File: src/design/qsa_pkg.sv
// ****************************************************************
// Register map, field layout and reset values
// ****************************************************************
package qsa_pkg;
	localparam int ADDR_W = 8;
	localparam int DATA_W = 32;
	localparam logic [ADDR_W-1:0] ADDR_QUES_EVENT = 8'h00;
	localparam logic [ADDR_W-1:0] ADDR_QUES_ENABLE = 8'h04;
	localparam logic [ADDR_W-1:0] ADDR_INST_EVENT = 8'h08;
	localparam logic [ADDR_W-1:0] ADDR_INST_ENABLE = 8'h0c;
	localparam logic [ADDR_W-1:0] ADDR_PRESET = 8'h10;
	localparam logic [ADDR_W-1:0] ADDR_INT_STATUS = 8'h14;
	localparam logic [ADDR_W-1:0] ADDR_INT_CLEAR = 8'h18;
	localparam logic [ADDR_W-1:0] ADDR_INT_ENABLE = 8'h1c;
	localparam logic [ADDR_W-1:0] ADDR_CH_BASE = 8'h20;
	localparam logic [ADDR_W-1:0] CH_STRIDE = 8'h10;
	localparam logic [ADDR_W-1:0] CH_OFS_EVENT = 8'h00;
	localparam logic [ADDR_W-1:0] CH_OFS_COND = 8'h04;
	localparam logic [ADDR_W-1:0] CH_OFS_ENABLE = 8'h08;

	localparam int CH_COUNT = 3;
	localparam int QUES_W = 16;
	localparam int INST_W = 16;
	localparam int CH_EV_W = 3;
	localparam int COND_W = 2;
	localparam int INT_W = 3;
	localparam int INSTRUMENT_SUMMARY_BIT = 13;
	localparam int INST_CH_LSB = 1;

	localparam int EV_CURRENT = 0;
	localparam int EV_VOLTAGE = 1;
	localparam int EV_FAIL = 2;
	localparam int INT_QUES = 0;
	localparam int INT_INST = 1;
	localparam int INT_SUMMARY = 2;

	localparam logic [QUES_W-1:0] QUES_ENABLE_RST = 16'h0000;
	localparam logic [INST_W-1:0] INST_ENABLE_RST = 16'h0000;
	localparam logic [CH_EV_W-1:0] CH_ENABLE_RST = 3'h0;
	localparam logic [INT_W-1:0] INT_ENABLE_RST = 3'h0;

	typedef enum logic [COND_W-1:0] {
		COND_OFF = 2'h0,
		COND_CURRENT = 2'h1,
		COND_VOLTAGE = 2'h2,
		COND_FAIL = 2'h3
	} cond_t;
endpackage : qsa_pkg

File: src/design/output_summary_channel.sv
`timescale 1ns/1ns
// ****************************************************************
// One output: condition code and latched summary events
// ****************************************************************
module output_summary_channel import qsa_pkg::*; (
	input wire logic clk,
	input wire logic rst_n,
	input wire logic current_regulated_state,
	input wire logic voltage_regulated_state,
	input wire logic hw_fail,
	input wire logic [CH_EV_W-1:0] enable_mask,
	input wire logic [CH_EV_W-1:0] clear_mask,
	output logic [CH_EV_W-1:0] event_reg,
	output logic [CH_EV_W-1:0] event_set,
	output cond_t cond,
	output logic summary
);
	logic [CH_EV_W-1:0] level;
	logic [CH_EV_W-1:0] level_prev_reg;

	// Failure outranks regulation; voltage outranks current if both claimed
	always_comb begin
		if (hw_fail) begin
			cond = COND_FAIL;
		end else if (voltage_regulated_state) begin
			cond = COND_VOLTAGE;
		end else if (current_regulated_state) begin
			cond = COND_CURRENT;
		end else begin
			cond = COND_OFF;
		end
	end

	always_comb begin
		level = '0;
		level[EV_CURRENT] = current_regulated_state;
		level[EV_VOLTAGE] = voltage_regulated_state;
		level[EV_FAIL] = hw_fail;
	end

	assign event_set = level & ~level_prev_reg;

	always_ff @(posedge clk or negedge rst_n) begin
		if (!rst_n) begin
			level_prev_reg <= '0;
		end else begin
			level_prev_reg <= level;
		end
	end

	// A new event beats the read clear in the same cycle
	always_ff @(posedge clk or negedge rst_n) begin
		if (!rst_n) begin
			event_reg <= '0;
		end else begin
			event_reg <= (event_reg & ~clear_mask) | event_set;
		end
	end

	assign summary = |(event_reg & enable_mask);
endmodule : output_summary_channel

File: src/design/questionable_status_aggregator.sv
`timescale 1ns/1ns
// Summary of operation
// - A preset write restores every questionable enable mask to its reset value.
// - Questionable event read returns the register as a binary-weighted value.
// - Status byte summary is the OR of questionable events gated by enable.
// - Instrument event read returns its value and clears the bits read.
// - Bit 13 condition is OR of instrument events masked by instrument enable.
// - Each of three outputs keeps its own latching summary event register.
// - Software writes never change per-output summary event registers.
// - Reading a per-output summary event register clears it.
// - Condition code: 0 off, 1 current, 2 voltage regulated, 3 failure.
// - Per-output enable gates its events into an OR driving instrument bits 1-3.
// - Instrument enable mask is writable and reads back the value written.
module questionable_status_aggregator import qsa_pkg::*; #(
	parameter int CH_N = CH_COUNT
) (
	input wire logic pclk,
	input wire logic presetn,
	input wire logic psel,
	input wire logic penable,
	input wire logic pwrite,
	input wire logic [ADDR_W-1:0] paddr,
	input wire logic [DATA_W-1:0] pwdata,
	output logic [DATA_W-1:0] prdata,
	output logic pready,
	output logic pslverr,
	input wire logic [QUES_W-1:0] ques_cond_in,
	input wire logic [CH_N-1:0] current_regulated_state,
	input wire logic [CH_N-1:0] voltage_regulated_state,
	input wire logic [CH_N-1:0] hw_fail,
	output logic ques_summary,
	output logic irq
);
	// ****************************************************************
	// Bus handshake
	// ****************************************************************
	logic acc_first;
	logic acc_done;
	logic wr_done;
	logic rd_done;
	logic [DATA_W-1:0] rdata_next;
	logic hit_next;

	// One wait state: data is sampled in the first access cycle
	assign acc_first = psel & penable & ~pready;
	assign acc_done = psel & penable & pready;
	assign wr_done = acc_done & pwrite;
	assign rd_done = acc_done & ~pwrite;

	// ****************************************************************
	// Status state
	// ****************************************************************
	logic [QUES_W-1:0] ques_event_reg;
	logic [QUES_W-1:0] ques_enable_reg;
	logic [QUES_W-1:0] ques_cond;
	logic [QUES_W-1:0] ques_prev_reg;
	logic [QUES_W-1:0] ques_set;
	logic [QUES_W-1:0] ques_clr;
	logic [INST_W-1:0] inst_event_reg;
	logic [INST_W-1:0] inst_enable_reg;
	logic [INST_W-1:0] inst_set;
	logic [INST_W-1:0] inst_clr;
	logic [CH_N-1:0] ch_sum_prev_reg;
	logic [CH_N-1:0][CH_EV_W-1:0] ch_enable_reg;
	logic [CH_N-1:0][CH_EV_W-1:0] ch_event;
	logic [CH_N-1:0][CH_EV_W-1:0] ch_set;
	logic [CH_N-1:0][CH_EV_W-1:0] ch_clr;
	cond_t ch_cond [CH_N];
	logic [CH_N-1:0] ch_summary;
	logic [CH_N-1:0][ADDR_W-1:0] ch_base;
	logic [INT_W-1:0] int_status_reg;
	logic [INT_W-1:0] int_enable_reg;
	logic [INT_W-1:0] int_set;
	logic [INT_W-1:0] int_clr;
	logic preset_hit;

	assign preset_hit = wr_done && (paddr == ADDR_PRESET);

	// ****************************************************************
	// Per-output summary channels
	// ****************************************************************
	genvar gi;
	generate
		for (gi = 0; gi < CH_N; gi++) begin : g_ch
			assign ch_base[gi] = ADDR_W'(ADDR_CH_BASE + CH_STRIDE * gi);
			// Only the bits actually returned are cleared, so nothing set after
			// the data was sampled is lost
			assign ch_clr[gi] = (rd_done && paddr == ch_base[gi] + CH_OFS_EVENT) ?
				prdata[CH_EV_W-1:0] : '0;
			output_summary_channel i_output_summary_channel (
				.clk(pclk),
				.rst_n(presetn),
				.current_regulated_state(current_regulated_state[gi]),
				.voltage_regulated_state(voltage_regulated_state[gi]),
				.hw_fail(hw_fail[gi]),
				.enable_mask(ch_enable_reg[gi]),
				.clear_mask(ch_clr[gi]),
				.event_reg(ch_event[gi]),
				.event_set(ch_set[gi]),
				.cond(ch_cond[gi]),
				.summary(ch_summary[gi])
			);
			assign inst_set[INST_CH_LSB+gi] = ch_summary[gi] & ~ch_sum_prev_reg[gi];
			always_ff @(posedge pclk or negedge presetn) begin
				if (!presetn) begin
					ch_enable_reg[gi] <= CH_ENABLE_RST;
				end else if (preset_hit) begin
					ch_enable_reg[gi] <= CH_ENABLE_RST;
				end else if (wr_done && paddr == ch_base[gi] + CH_OFS_ENABLE) begin
					ch_enable_reg[gi] <= pwdata[CH_EV_W-1:0];
				end
			end
		end
		for (gi = 0; gi < INST_W; gi++) begin : g_unused
			if (gi < INST_CH_LSB || gi >= INST_CH_LSB + CH_N) begin : g_zero
				assign inst_set[gi] = 1'b0;
			end
		end
	endgenerate

	always_ff @(posedge pclk or negedge presetn) begin
		if (!presetn) begin
			ch_sum_prev_reg <= '0;
		end else begin
			ch_sum_prev_reg <= ch_summary;
		end
	end

	// ****************************************************************
	// Instrument event and enable
	// ****************************************************************
	assign inst_clr = (rd_done && paddr == ADDR_INST_EVENT) ? prdata[INST_W-1:0] : '0;

	always_ff @(posedge pclk or negedge presetn) begin
		if (!presetn) begin
			inst_event_reg <= '0;
		end else begin
			inst_event_reg <= (inst_event_reg & ~inst_clr) | inst_set;
		end
	end

	always_ff @(posedge pclk or negedge presetn) begin
		if (!presetn) begin
			inst_enable_reg <= INST_ENABLE_RST;
		end else if (preset_hit) begin
			inst_enable_reg <= INST_ENABLE_RST;
		end else if (wr_done && paddr == ADDR_INST_ENABLE) begin
			inst_enable_reg <= pwdata[INST_W-1:0];
		end
	end

	// ****************************************************************
	// Questionable event, enable and status byte summary
	// ****************************************************************
	always_comb begin
		ques_cond = ques_cond_in;
		ques_cond[INSTRUMENT_SUMMARY_BIT] = |(inst_event_reg & inst_enable_reg);
	end

	assign ques_set = ques_cond & ~ques_prev_reg;
	assign ques_clr = (rd_done && paddr == ADDR_QUES_EVENT) ? prdata[QUES_W-1:0] : '0;

	always_ff @(posedge pclk or negedge presetn) begin
		if (!presetn) begin
			ques_prev_reg <= '0;
			ques_event_reg <= '0;
		end else begin
			ques_prev_reg <= ques_cond;
			ques_event_reg <= (ques_event_reg & ~ques_clr) | ques_set;
		end
	end

	always_ff @(posedge pclk or negedge presetn) begin
		if (!presetn) begin
			ques_enable_reg <= QUES_ENABLE_RST;
		end else if (preset_hit) begin
			ques_enable_reg <= QUES_ENABLE_RST;
		end else if (wr_done && paddr == ADDR_QUES_ENABLE) begin
			ques_enable_reg <= pwdata[QUES_W-1:0];
		end
	end

	always_ff @(posedge pclk or negedge presetn) begin
		if (!presetn) begin
			ques_summary <= 1'b0;
		end else begin
			ques_summary <= |(ques_event_reg & ques_enable_reg);
		end
	end

	// ****************************************************************
	// Interrupt status, clear and enable
	// ****************************************************************
	always_comb begin
		int_set = '0;
		int_set[INT_QUES] = |ques_set;
		int_set[INT_INST] = |inst_set;
		int_set[INT_SUMMARY] = |(ques_event_reg & ques_enable_reg) & ~ques_summary;
	end

	assign int_clr = (wr_done && paddr == ADDR_INT_CLEAR) ? pwdata[INT_W-1:0] : '0;

	always_ff @(posedge pclk or negedge presetn) begin
		if (!presetn) begin
			int_status_reg <= '0;
		end else begin
			int_status_reg <= (int_status_reg & ~int_clr) | int_set;
		end
	end

	always_ff @(posedge pclk or negedge presetn) begin
		if (!presetn) begin
			int_enable_reg <= INT_ENABLE_RST;
		end else if (wr_done && paddr == ADDR_INT_ENABLE) begin
			int_enable_reg <= pwdata[INT_W-1:0];
		end
	end

	always_ff @(posedge pclk or negedge presetn) begin
		if (!presetn) begin
			irq <= 1'b0;
		end else begin
			irq <= |(int_status_reg & int_enable_reg);
		end
	end

	// ****************************************************************
	// Read mux and bus answer
	// ****************************************************************
	always_comb begin
		rdata_next = '0;
		hit_next = 1'b1;
		unique case (paddr)
			ADDR_QUES_EVENT: rdata_next[QUES_W-1:0] = ques_event_reg;
			ADDR_QUES_ENABLE: rdata_next[QUES_W-1:0] = ques_enable_reg;
			ADDR_INST_EVENT: rdata_next[INST_W-1:0] = inst_event_reg;
			ADDR_INST_ENABLE: rdata_next[INST_W-1:0] = inst_enable_reg;
			ADDR_INT_STATUS: rdata_next[INT_W-1:0] = int_status_reg;
			ADDR_INT_ENABLE: rdata_next[INT_W-1:0] = int_enable_reg;
			ADDR_PRESET, ADDR_INT_CLEAR: rdata_next = '0;
			default: hit_next = 1'b0;
		endcase
		for (int i = 0; i < CH_N; i++) begin
			if (paddr == ch_base[i] + CH_OFS_EVENT) begin
				rdata_next[CH_EV_W-1:0] = ch_event[i];
				hit_next = 1'b1;
			end
			if (paddr == ch_base[i] + CH_OFS_COND) begin
				rdata_next[COND_W-1:0] = ch_cond[i];
				hit_next = 1'b1;
			end
			if (paddr == ch_base[i] + CH_OFS_ENABLE) begin
				rdata_next[CH_EV_W-1:0] = ch_enable_reg[i];
				hit_next = 1'b1;
			end
		end
	end

	// Writes to event and condition offsets are accepted and dropped
	always_ff @(posedge pclk or negedge presetn) begin
		if (!presetn) begin
			pready <= 1'b0;
			pslverr <= 1'b0;
			prdata <= '0;
		end else if (acc_first) begin
			pready <= 1'b1;
			pslverr <= ~hit_next;
			prdata <= pwrite ? '0 : rdata_next;
		end else begin
			pready <= 1'b0;
			pslverr <= 1'b0;
		end
	end

	logic [CH_N*CH_EV_W-1:0] ch_event_flat;
	assign ch_event_flat = ch_event;
endmodule : questionable_status_aggregator

File: config.mk
export PLATFORM = sky130hd
export DESIGN_NAME = questionable_status_aggregator
export DESIGN_NICKNAME = d
export VERILOG_FILES = /design/src/design/qsa_pkg.sv /design/src/design/output_summary_channel.sv /design/src/design/questionable_status_aggregator.sv
export SDC_FILE = /design/constraint.sdc
export NUM_CORES = 1
export LEC_CHECK = 0
export BUFFER_PORTS_ARGS = -buffer_cell sky130_fd_sc_hd__buf_2
export CAP_MARGIN = 20
export CORE_MARGIN = 4
export CORE_UTILIZATION = 61
export CTS_CLUSTER_DIAMETER = 60
export CTS_CLUSTER_SIZE = 20
export DETAILED_ROUTE_END_ITERATION = 8
export PLACE_DENSITY = 0.91
export SLEW_MARGIN = 20
export SYNTH_ARGS = -nofsm -noshare
export SYNTH_HDL_FRONTEND = slang
export SYNTH_SLANG_ARGS = --single-unit
File: constraint.sdc
create_clock -name pclk -period 4 [get_ports pclk]
set_input_delay 0.4 -clock pclk [delete_from_list [all_inputs] [get_ports pclk]]
set_output_delay 0.4 -clock pclk [all_outputs]
set_load 0.02 [all_outputs]
==> out/qor.yml, run 1 <==
die_x_um: 109.5
port_buffers: 72
yosysWarningCount: 0
cp-end-kind: "register"
violations: "hold timing"
regToRegStartpoint: "pready$_DFF_PN0_"
overflow: 0
fin_tns_setup_ns: 0
drv_slew: 0
clock_latency_ns: 0.54
drt-total-wl_mm: 18.59
fin_cells: 864
path_buf_inv: 1
post_cts_buffers: 0
synth_edf_count: 0
cp-startpoint: "paddr[6]"
rsz0062_at_grt: "no"
vias: 5583
die_y_um: 109.5
required_ns: 4.46
worst_hold_slack_ns: -0.03073
hold_class: "primary input to async pin"
final_common_cell: "dfrtp_1"
place_area_um2: 6668
fin_crit_ns: 2.396
ys.flop_type: "dfrtp_1"
grt_max_degree: 110
antenna_found_initial: 0
synthDistinctLibCells: 60
final-setup-viol-count: 0
cts_buffer_depth: 2
critical_path_class: "primary input to register"
cts_buffers: 17
yosysSeqAreaShare_pct: 54.11
fin_area_um2: 7443
async_flop_share_pct: 100.0
vdd_drop_max_mv: 0.4233
drt-vias-per-instance: 6.462
rows: 36
max_freq_ghz: 0.4174
fin_nets: 788
final-seq-area_um2: 3403
hpwlAfterDp_mm: 12.32
avgRoutedWirePerCell_um: 21.51
post-place-cells: 812
syn_to_final_growth_pct: 18.34
n_antenna_cell: 0
clockRootBuffer: "clkbuf_8"
finalCritPeriodShare_pct: 59.89
path_cells: "buf_2 -> or4_4 -> nor3_4 -> and2_1 -> nand2_1 -> a21oi_1"
fill_cells: 701
finalWorstSetupSlack_ns: 1.604
netlist_instances: 631
synth_area_per_cell_um2: 9.968
core_region_area_um2: 9910
postRouteAntennaNets: 0
drv_cap: 0
initial_core_util_pct: 63.47
drtPass1Iterations: 8
hold_violations: 22
path_max_fanout: 16
cp.arrival_ns: 2.85
worst_slew_pin_slew_ns: 0.9817
synth-seq-cells: 136
p_leak_nw: 3.378
synthesis.area_um2: 6290
cts_max_level: 4
clk_pin_slew_ns: 0.06
multiInputGateArea_um2: 2585
critPathLaunchType: "primary input"
slowest_delay_ns: 0.68
die-area_um2: 12000
pre_cts_ws_ns: 1.182
grt_pass1_vias: 5609
cts_tree: "done"
final_cell_mix: "136 x dfrtp_1, 126 x nand2_1, 71 x buf_2"
drtIter0Drc: 872
cp_top_family: "simple AND/OR/NAND/NOR gates"
relSlewSlack_pct: 34.55
grt_pass1_wl_mm: 29.22
ios: 106
place_congestion: 0.9774
status: "complete, but fails checks"
finClkSkew_ns: 0.01034
grt_util_all_layers_pct: 32.98
drc: 0
power.density_nw_per_um2: 420.6
drive_above_1_share_pct: 17.65
critPathSlowestCell: "and2_1"
clock_sinks: 136
final cells by class:
type | instances | share of cell area [%]
Inverter | 19 | 0.9581
Tap cell | 133 | 2.236
Clock inverter | 9 | 1.193
Clock buffer | 23 | 6.539
Multi-Input combinational cell | 442 | 34.73
Timing Repair Buffer | 102 | 8.623
Sequential cell | 136 | 45.72
layer usage:
layer	up-vias	global-route usage (%)	share of wire (%)
li1	2428	-	-
met1	2684	40.56	36
met2	375	52.66	49
met3	96	9.043	10
met4	0	18.70	4.8
met5	-	0	0
worst register-to-register path, cell delays in order (launching register included):
cell      delay [ns]
dfrtp_1         0.40
nand3b_1        0.16
buf_4           0.24
nor2_1          0.30
nand3_1         0.54
a21oi_1         0.44
a21o_1          0.12
power breakdown:
group          switching [W]  internal, W
Combinational       0.000126    0.0000756
Clock               0.000582     0.000910
Sequential         0.0000259      0.00141
kinds of logic (layout without fill, tap and decap cells):
group	Yosys count	after routing	synth area share, %
other	1	16	0.05962
AO/OA/AOI/OAI	195	195	21.52
adder cells (fa/ha/maj)	1	1	0.1591
multiplexers	8	8	1.552
AND/OR/NAND/NOR	222	222	16.87
buffers and inverters	68	153	5.729
flip-flops	136	136	54.11
worst paths after layout:
check | endpoint | slack (ns) | cells past startpoint
hold reg to reg | g_ch[0].i_output_summary_channel.event_reg[0]$_DFF_PN0_ | 0.42 | 1
min in group pclk | g_ch[1].i_output_summary_channel.level_prev_reg[2]$_DFF_PN0_ | 0.02 | 1
hold / removal | g_ch[1].i_output_summary_channel.level_prev_reg[2]$_DFF_PN0_ | -0.03 | 1
setup reg to reg | prdata[5]$_DFFE_PN0P_ | 1.75 | 6
max in group asynchronous | prdata[15]$_DFFE_PN0P_ | 3.08 | 2
setup / recovery | inst_enable_reg[0]$_DFFE_PN0P_ | 1.60 | 6
synth_stat cells (4+ instances only):
master	number	area, µm²
dfrtp_1	136	3403
nand2_1	126	473.0
a21oi_1	61	305.3
a21o_1	32	240.2
nor2_1	23	86.33
buf_4	19	142.6
inv_1	19	71.32
nor2b_1	18	112.6
clkbuf_1	17	63.81
o21ai_0	17	85.08
a22o_1	16	140.1
a222oi_1	15	150.1
a22oi_1	11	82.58
a21boi_0	10	75.07
a221oi_1	9	78.83
nand3_1	8	40.04
nor4_1	8	50.05
buf_2	7	35.03
nor3_1	5	25.02
mux2_2	4	45.04
nand4_1	4	25.02
repair_timing:
| item | CTS | global route |
|---|---|---|
| hold buffers | 19 | 1 |
| gates resized for setup | 0 | 0 |
| hold endpoints to repair | 19 | 1 |
stage by stage:
step / util [%] / power, W
finish: 75.11 / 0.003131
global route: 75.11 / 0.003242
CTS: 75.01 / 0.003143
detailed placement: 67.29 / 0.001645
global placement: 67.29 / 0.001637
floorplan: - / 0.001557
No activity file was read; power rests on OpenSTA's default activity.
==> run 2, diff against run 1 <==
--- a/config.mk
+++ b/config.mk
@@ -5,14 +5,15 @@
 export SDC_FILE = /design/constraint.sdc
 export NUM_CORES = 1
 export LEC_CHECK = 0
+export ABC_AREA = 1
 export BUFFER_PORTS_ARGS = -buffer_cell sky130_fd_sc_hd__buf_2
 export CAP_MARGIN = 20
 export CORE_MARGIN = 4
-export CORE_UTILIZATION = 61
+export CORE_UTILIZATION = 56
 export CTS_CLUSTER_DIAMETER = 60
 export CTS_CLUSTER_SIZE = 20
 export DETAILED_ROUTE_END_ITERATION = 8
-export PLACE_DENSITY = 0.91
+export PLACE_DENSITY = 0.85
 export SLEW_MARGIN = 20
 export SYNTH_ARGS = -nofsm -noshare
 export SYNTH_HDL_FRONTEND = slang
==> constraint.sdc (replaced) <==
create_clock -name pclk -period 2.3 [get_ports pclk]
set_input_delay 0.23 -clock pclk [delete_from_list [all_inputs] [get_ports pclk]]
set_output_delay 0.23 -clock pclk [all_outputs]
set_load 0.02 [all_outputs]
==> run 2 against run 1 <==
  * The run now ends clean
  * Utilization shrank 3.9 points
  * Sequential power up 69%
  * Combinational power is 60% higher
  * Sequential share of layout area is 1.6 points lower
  * Routed wire length fell by 5.5%
  * Final cell count is 16% higher
  * Register-to-register slack lost 1.5 ns
==> out/qor.yml, run 2 <==
status: "complete, no violations"  # was complete, but fails checks
n_antenna_cell: 0  # unchanged
fin_area_um2: 7719  # was 7443 µm²
initial_core_util_pct: 57.23  # was 63.47%
utilization_pct: 71.20  # was 75.11%
rsz0062_at_grt: "no"  # unchanged
yosysSeqAreaShare_pct: 54.86  # was 54.11%
cp.arrival_ns: 2.43  # was 2.85 ns
final_cell_mix: "139 x inv_1, 137 x nand2_1, 136 x dfrtp_1"  # was 136 x dfrtp_1, 126 x nand2_1, 71 x buf_2
cts_resized: 0  # unchanged
slowest_delay_ns: 0.39  # was 0.68 ns
fin_cells: 999  # was 864
place_congestion: 0.9028  # was 0.9774
cp-startpoint: "pready$_DFF_PN0_"  # was paddr[6]
avgRoutedWirePerCell_um: 17.59  # was 21.51 µm
r2r_slack_ns: 0.26  # was 1.75 ns
clock_latency_ns: 0.53  # was 0.54 ns
drv_cap: 0  # unchanged
synthesis.area_um2: 6203  # was 6290 µm²
hold_violations: 0  # was 22
die_y_um: 113.3  # was 109.5 µm
finalCritPeriodShare_pct: 88.51
drive_above_1_share_pct: 16.88  # was 17.65%
synth-seq-cells: 136  # unchanged
netlist_instances: 718  # was 631
critPathSlowestCell: "nor2_2"  # was and2_1
cp_top_family: "simple AND/OR/NAND/NOR gates"  # unchanged
hold_class: "primary input to register"  # was primary input to async pin
synthTopCellsByArea: "dfrtp_1 55%, inv_1 8.4%, nand2_1 8.3%"  # was dfrtp_1 54%, nand2_1 7.5%, a21oi_1 4.9%
drv_slew: 0  # unchanged
cp_common_cell: "nand3_1"
overflow: 0  # unchanged
r2r_cells: 6  # unchanged
final_common_cell: "inv_1"  # was dfrtp_1
async_flop_share_pct: 100.0  # unchanged
holdBufCountCts: 35  # was 19
clk_pin_slew_ns: 0.06  # about the same
cts_buffers: 17  # unchanged
path_cells: "nand3_1 -> nor2_2 -> nand3_1 -> buf_4 -> nand2_1 -> o21ai_0"  # was buf_2 -> or4_4 -> nor3_4 -> and2_1 -> nand2_1 -> a21oi_1
die-area_um2: 12830  # was 12,000 µm²
finClkSkew_ns: 0.005106  # was 0.01034 ns
rows: 38  # was 36
cts_tree: "done"  # unchanged
worst_slew_pin_slew_ns: 0.8039  # was 0.9817 ns
cts_max_level: 4  # unchanged
grt_util_all_layers_pct: 28.79  # was 32.98%
fin_tns_setup_ns: 0  # unchanged
fin_crit_ns: 2.036
drt-total-wl_mm: 17.57  # was 18.59 mm
syn_to_final_growth_pct: 24.43  # was 18.34%
r2r_end: "ch_enable_reg[4]$_DFFE_PN0P_"  # was prdata[5]$_DFFE_PN0P_
synth_commonest_cells: "139 x inv_1, 137 x nand2_1, 136 x dfrtp_1, 74 x o21ai_0, 69 x o22ai_1"  # was 136 x dfrtp_1, 126 x nand2_1, 61 x a21oi_1, 32 x a21o_1, 23 x nor2_1
power.density_nw_per_um2: 724.2  # was 420.6 nW/µm²
critPathLaunchType: "register"  # was primary input
regToRegStartpoint: "pready$_DFF_PN0_"  # unchanged
synth.most_common_cell: "inv_1"  # was dfrtp_1
post-place-cells: 932  # was 812
worst_hold_slack_ns: 0.004349  # was -0.03073 ns
path_buf_inv: 1  # unchanged
drtPass1Iterations: 7  # was 8
core_region_area_um2: 10840  # was 9910 µm²
cp-end-kind: "register"  # unchanged
drc: 0  # unchanged
synth_area_per_cell_um2: 8.640  # was 9.968 µm²
clock_sinks: 136  # unchanged
postRouteAntennaNets: 0  # unchanged
required_ns: 2.70  # was 4.46 ns
relSlewSlack_pct: 45.91  # was 34.55%
grt_pass1_wl_mm: 28.87  # was 29.22 mm
place_area_um2: 6756  # was 6668 µm²
clockRootBuffer: "clkbuf_8"  # unchanged
cts_buffer_depth: 2  # unchanged
ys.flop_type: "dfrtp_1"  # unchanged
vdd_drop_max_mv: 0.5107  # was 0.4233 mV
drt-vias-per-instance: 5.773  # was 6.462
path_max_fanout: 18  # was 16
synthDistinctLibCells: 32  # was 60
grt_max_degree: 48  # was 110
whs_endpoint: "ques_enable_reg[13]$_DFFE_PN0P_"
fin_nets: 916  # was 788
vias: 5767  # was 5,583
port_buffers: 72  # unchanged
p_leak_nw: 4.009  # was 3.378 nW
min_delay_path_depth: 3
drtIter0Drc: 683  # was 872
max_freq_ghz: 0.4912
critical_path_class: "register to register"  # was primary input to register
post_cts_buffers: 0  # unchanged
ios: 106  # unchanged
antenna_found_initial: 0  # unchanged
synth_edf_count: 0  # unchanged
holdCritStartpoint: "pwdata[13]"
synth_area_leader_cell: "dfrtp_1"  # unchanged
grt_pass1_vias: 5703  # was 5,609
die_x_um: 113.3  # was 109.5 µm
synth_top_area_share_pct: 54.86  # was 54.11%
yosysWarningCount: 0  # unchanged
hpwlAfterDp_mm: 11.45  # was 12.32 mm
final-setup-viol-count: 0  # unchanged
run 2: worst reg2reg max path: stages (launching register included):
cell and delay, ns:
dfrtp_1 0.38, nand3_1 0.16, nor2_2 0.39, nand3_1 0.27, buf_4 0.28, nand2_1 0.27, o21ai_0 0.15
run 2: through the flow:
stage | worst slack (ns) | power (W)
after floorplan | 0.6604 | 0.002626
after global placement | 0.4925 | 0.002748
after detailed placement | 0.4572 | 0.002754
after CTS | 0.3592 | 0.005579
after global routing | 0.1289 | 0.005740
final | 0.2642 | 0.005590
run 2: cells by family after synthesis:
group	Yosys count	share of synthesized area (%)
and+or+nand+nor	227	16.66
AOI/OAI and AO/OA	180	16.80
buffers and inverters	174	11.62
DFF	136	54.86
other	1	0.06045
run 2: area by class of cell:
type | count | area [µm²]
Multi-Input combinational cell | 423 | 2136
Tap cell | 140 | 175.2
Clock buffer | 18 | 417.9
Timing Repair Buffer | 122 | 842.1
Fill cell | 768 | 3122
Clock inverter | 14 | 193.9
Sequential cell | 136 | 3403
Inverter | 146 | 550.5
run 2: worst max-delay path by stage:
stage | to | slack [ns] | depth (start not counted)
after global routing | inst_enable_reg[0]$_DFFE_PN0P_ | 0.13 | 6
after floorplan | ques_enable_reg[10]$_DFFE_PN0P_ | 0.66 | 6
after CTS | ch_enable_reg[7]$_DFFE_PN0P_ | 0.36 | 6
after global placement | ch_enable_reg[7]$_DFFE_PN0P_ | 0.49 | 6
final | ch_enable_reg[4]$_DFFE_PN0P_ | 0.26 | 6
after detailed placement | ques_event_reg[8]$_DFF_PN0_ | 0.46 | 9
run 2: layer usage:
layer	global-route usage (%)	part of all wire, %	up-vias	wire (µm)
li1	-	-	2586	-
met1	39.94	40	2700	7019
met2	43.09	45	417	7942
met3	7.647	12	64	2079
met4	12.34	3.0	0	529
met5	0	0	-	0
run 2: where the power goes:
| group | switching, W | internal [W] | total, W |
|---|---|---|---|
| registers | 0.0000133 | 0.00243 | 0.00244 |
| logic | 0.000208 | 0.000116 | 0.000324 |
| clock network | 0.00106 | 0.00177 | 0.00283 |
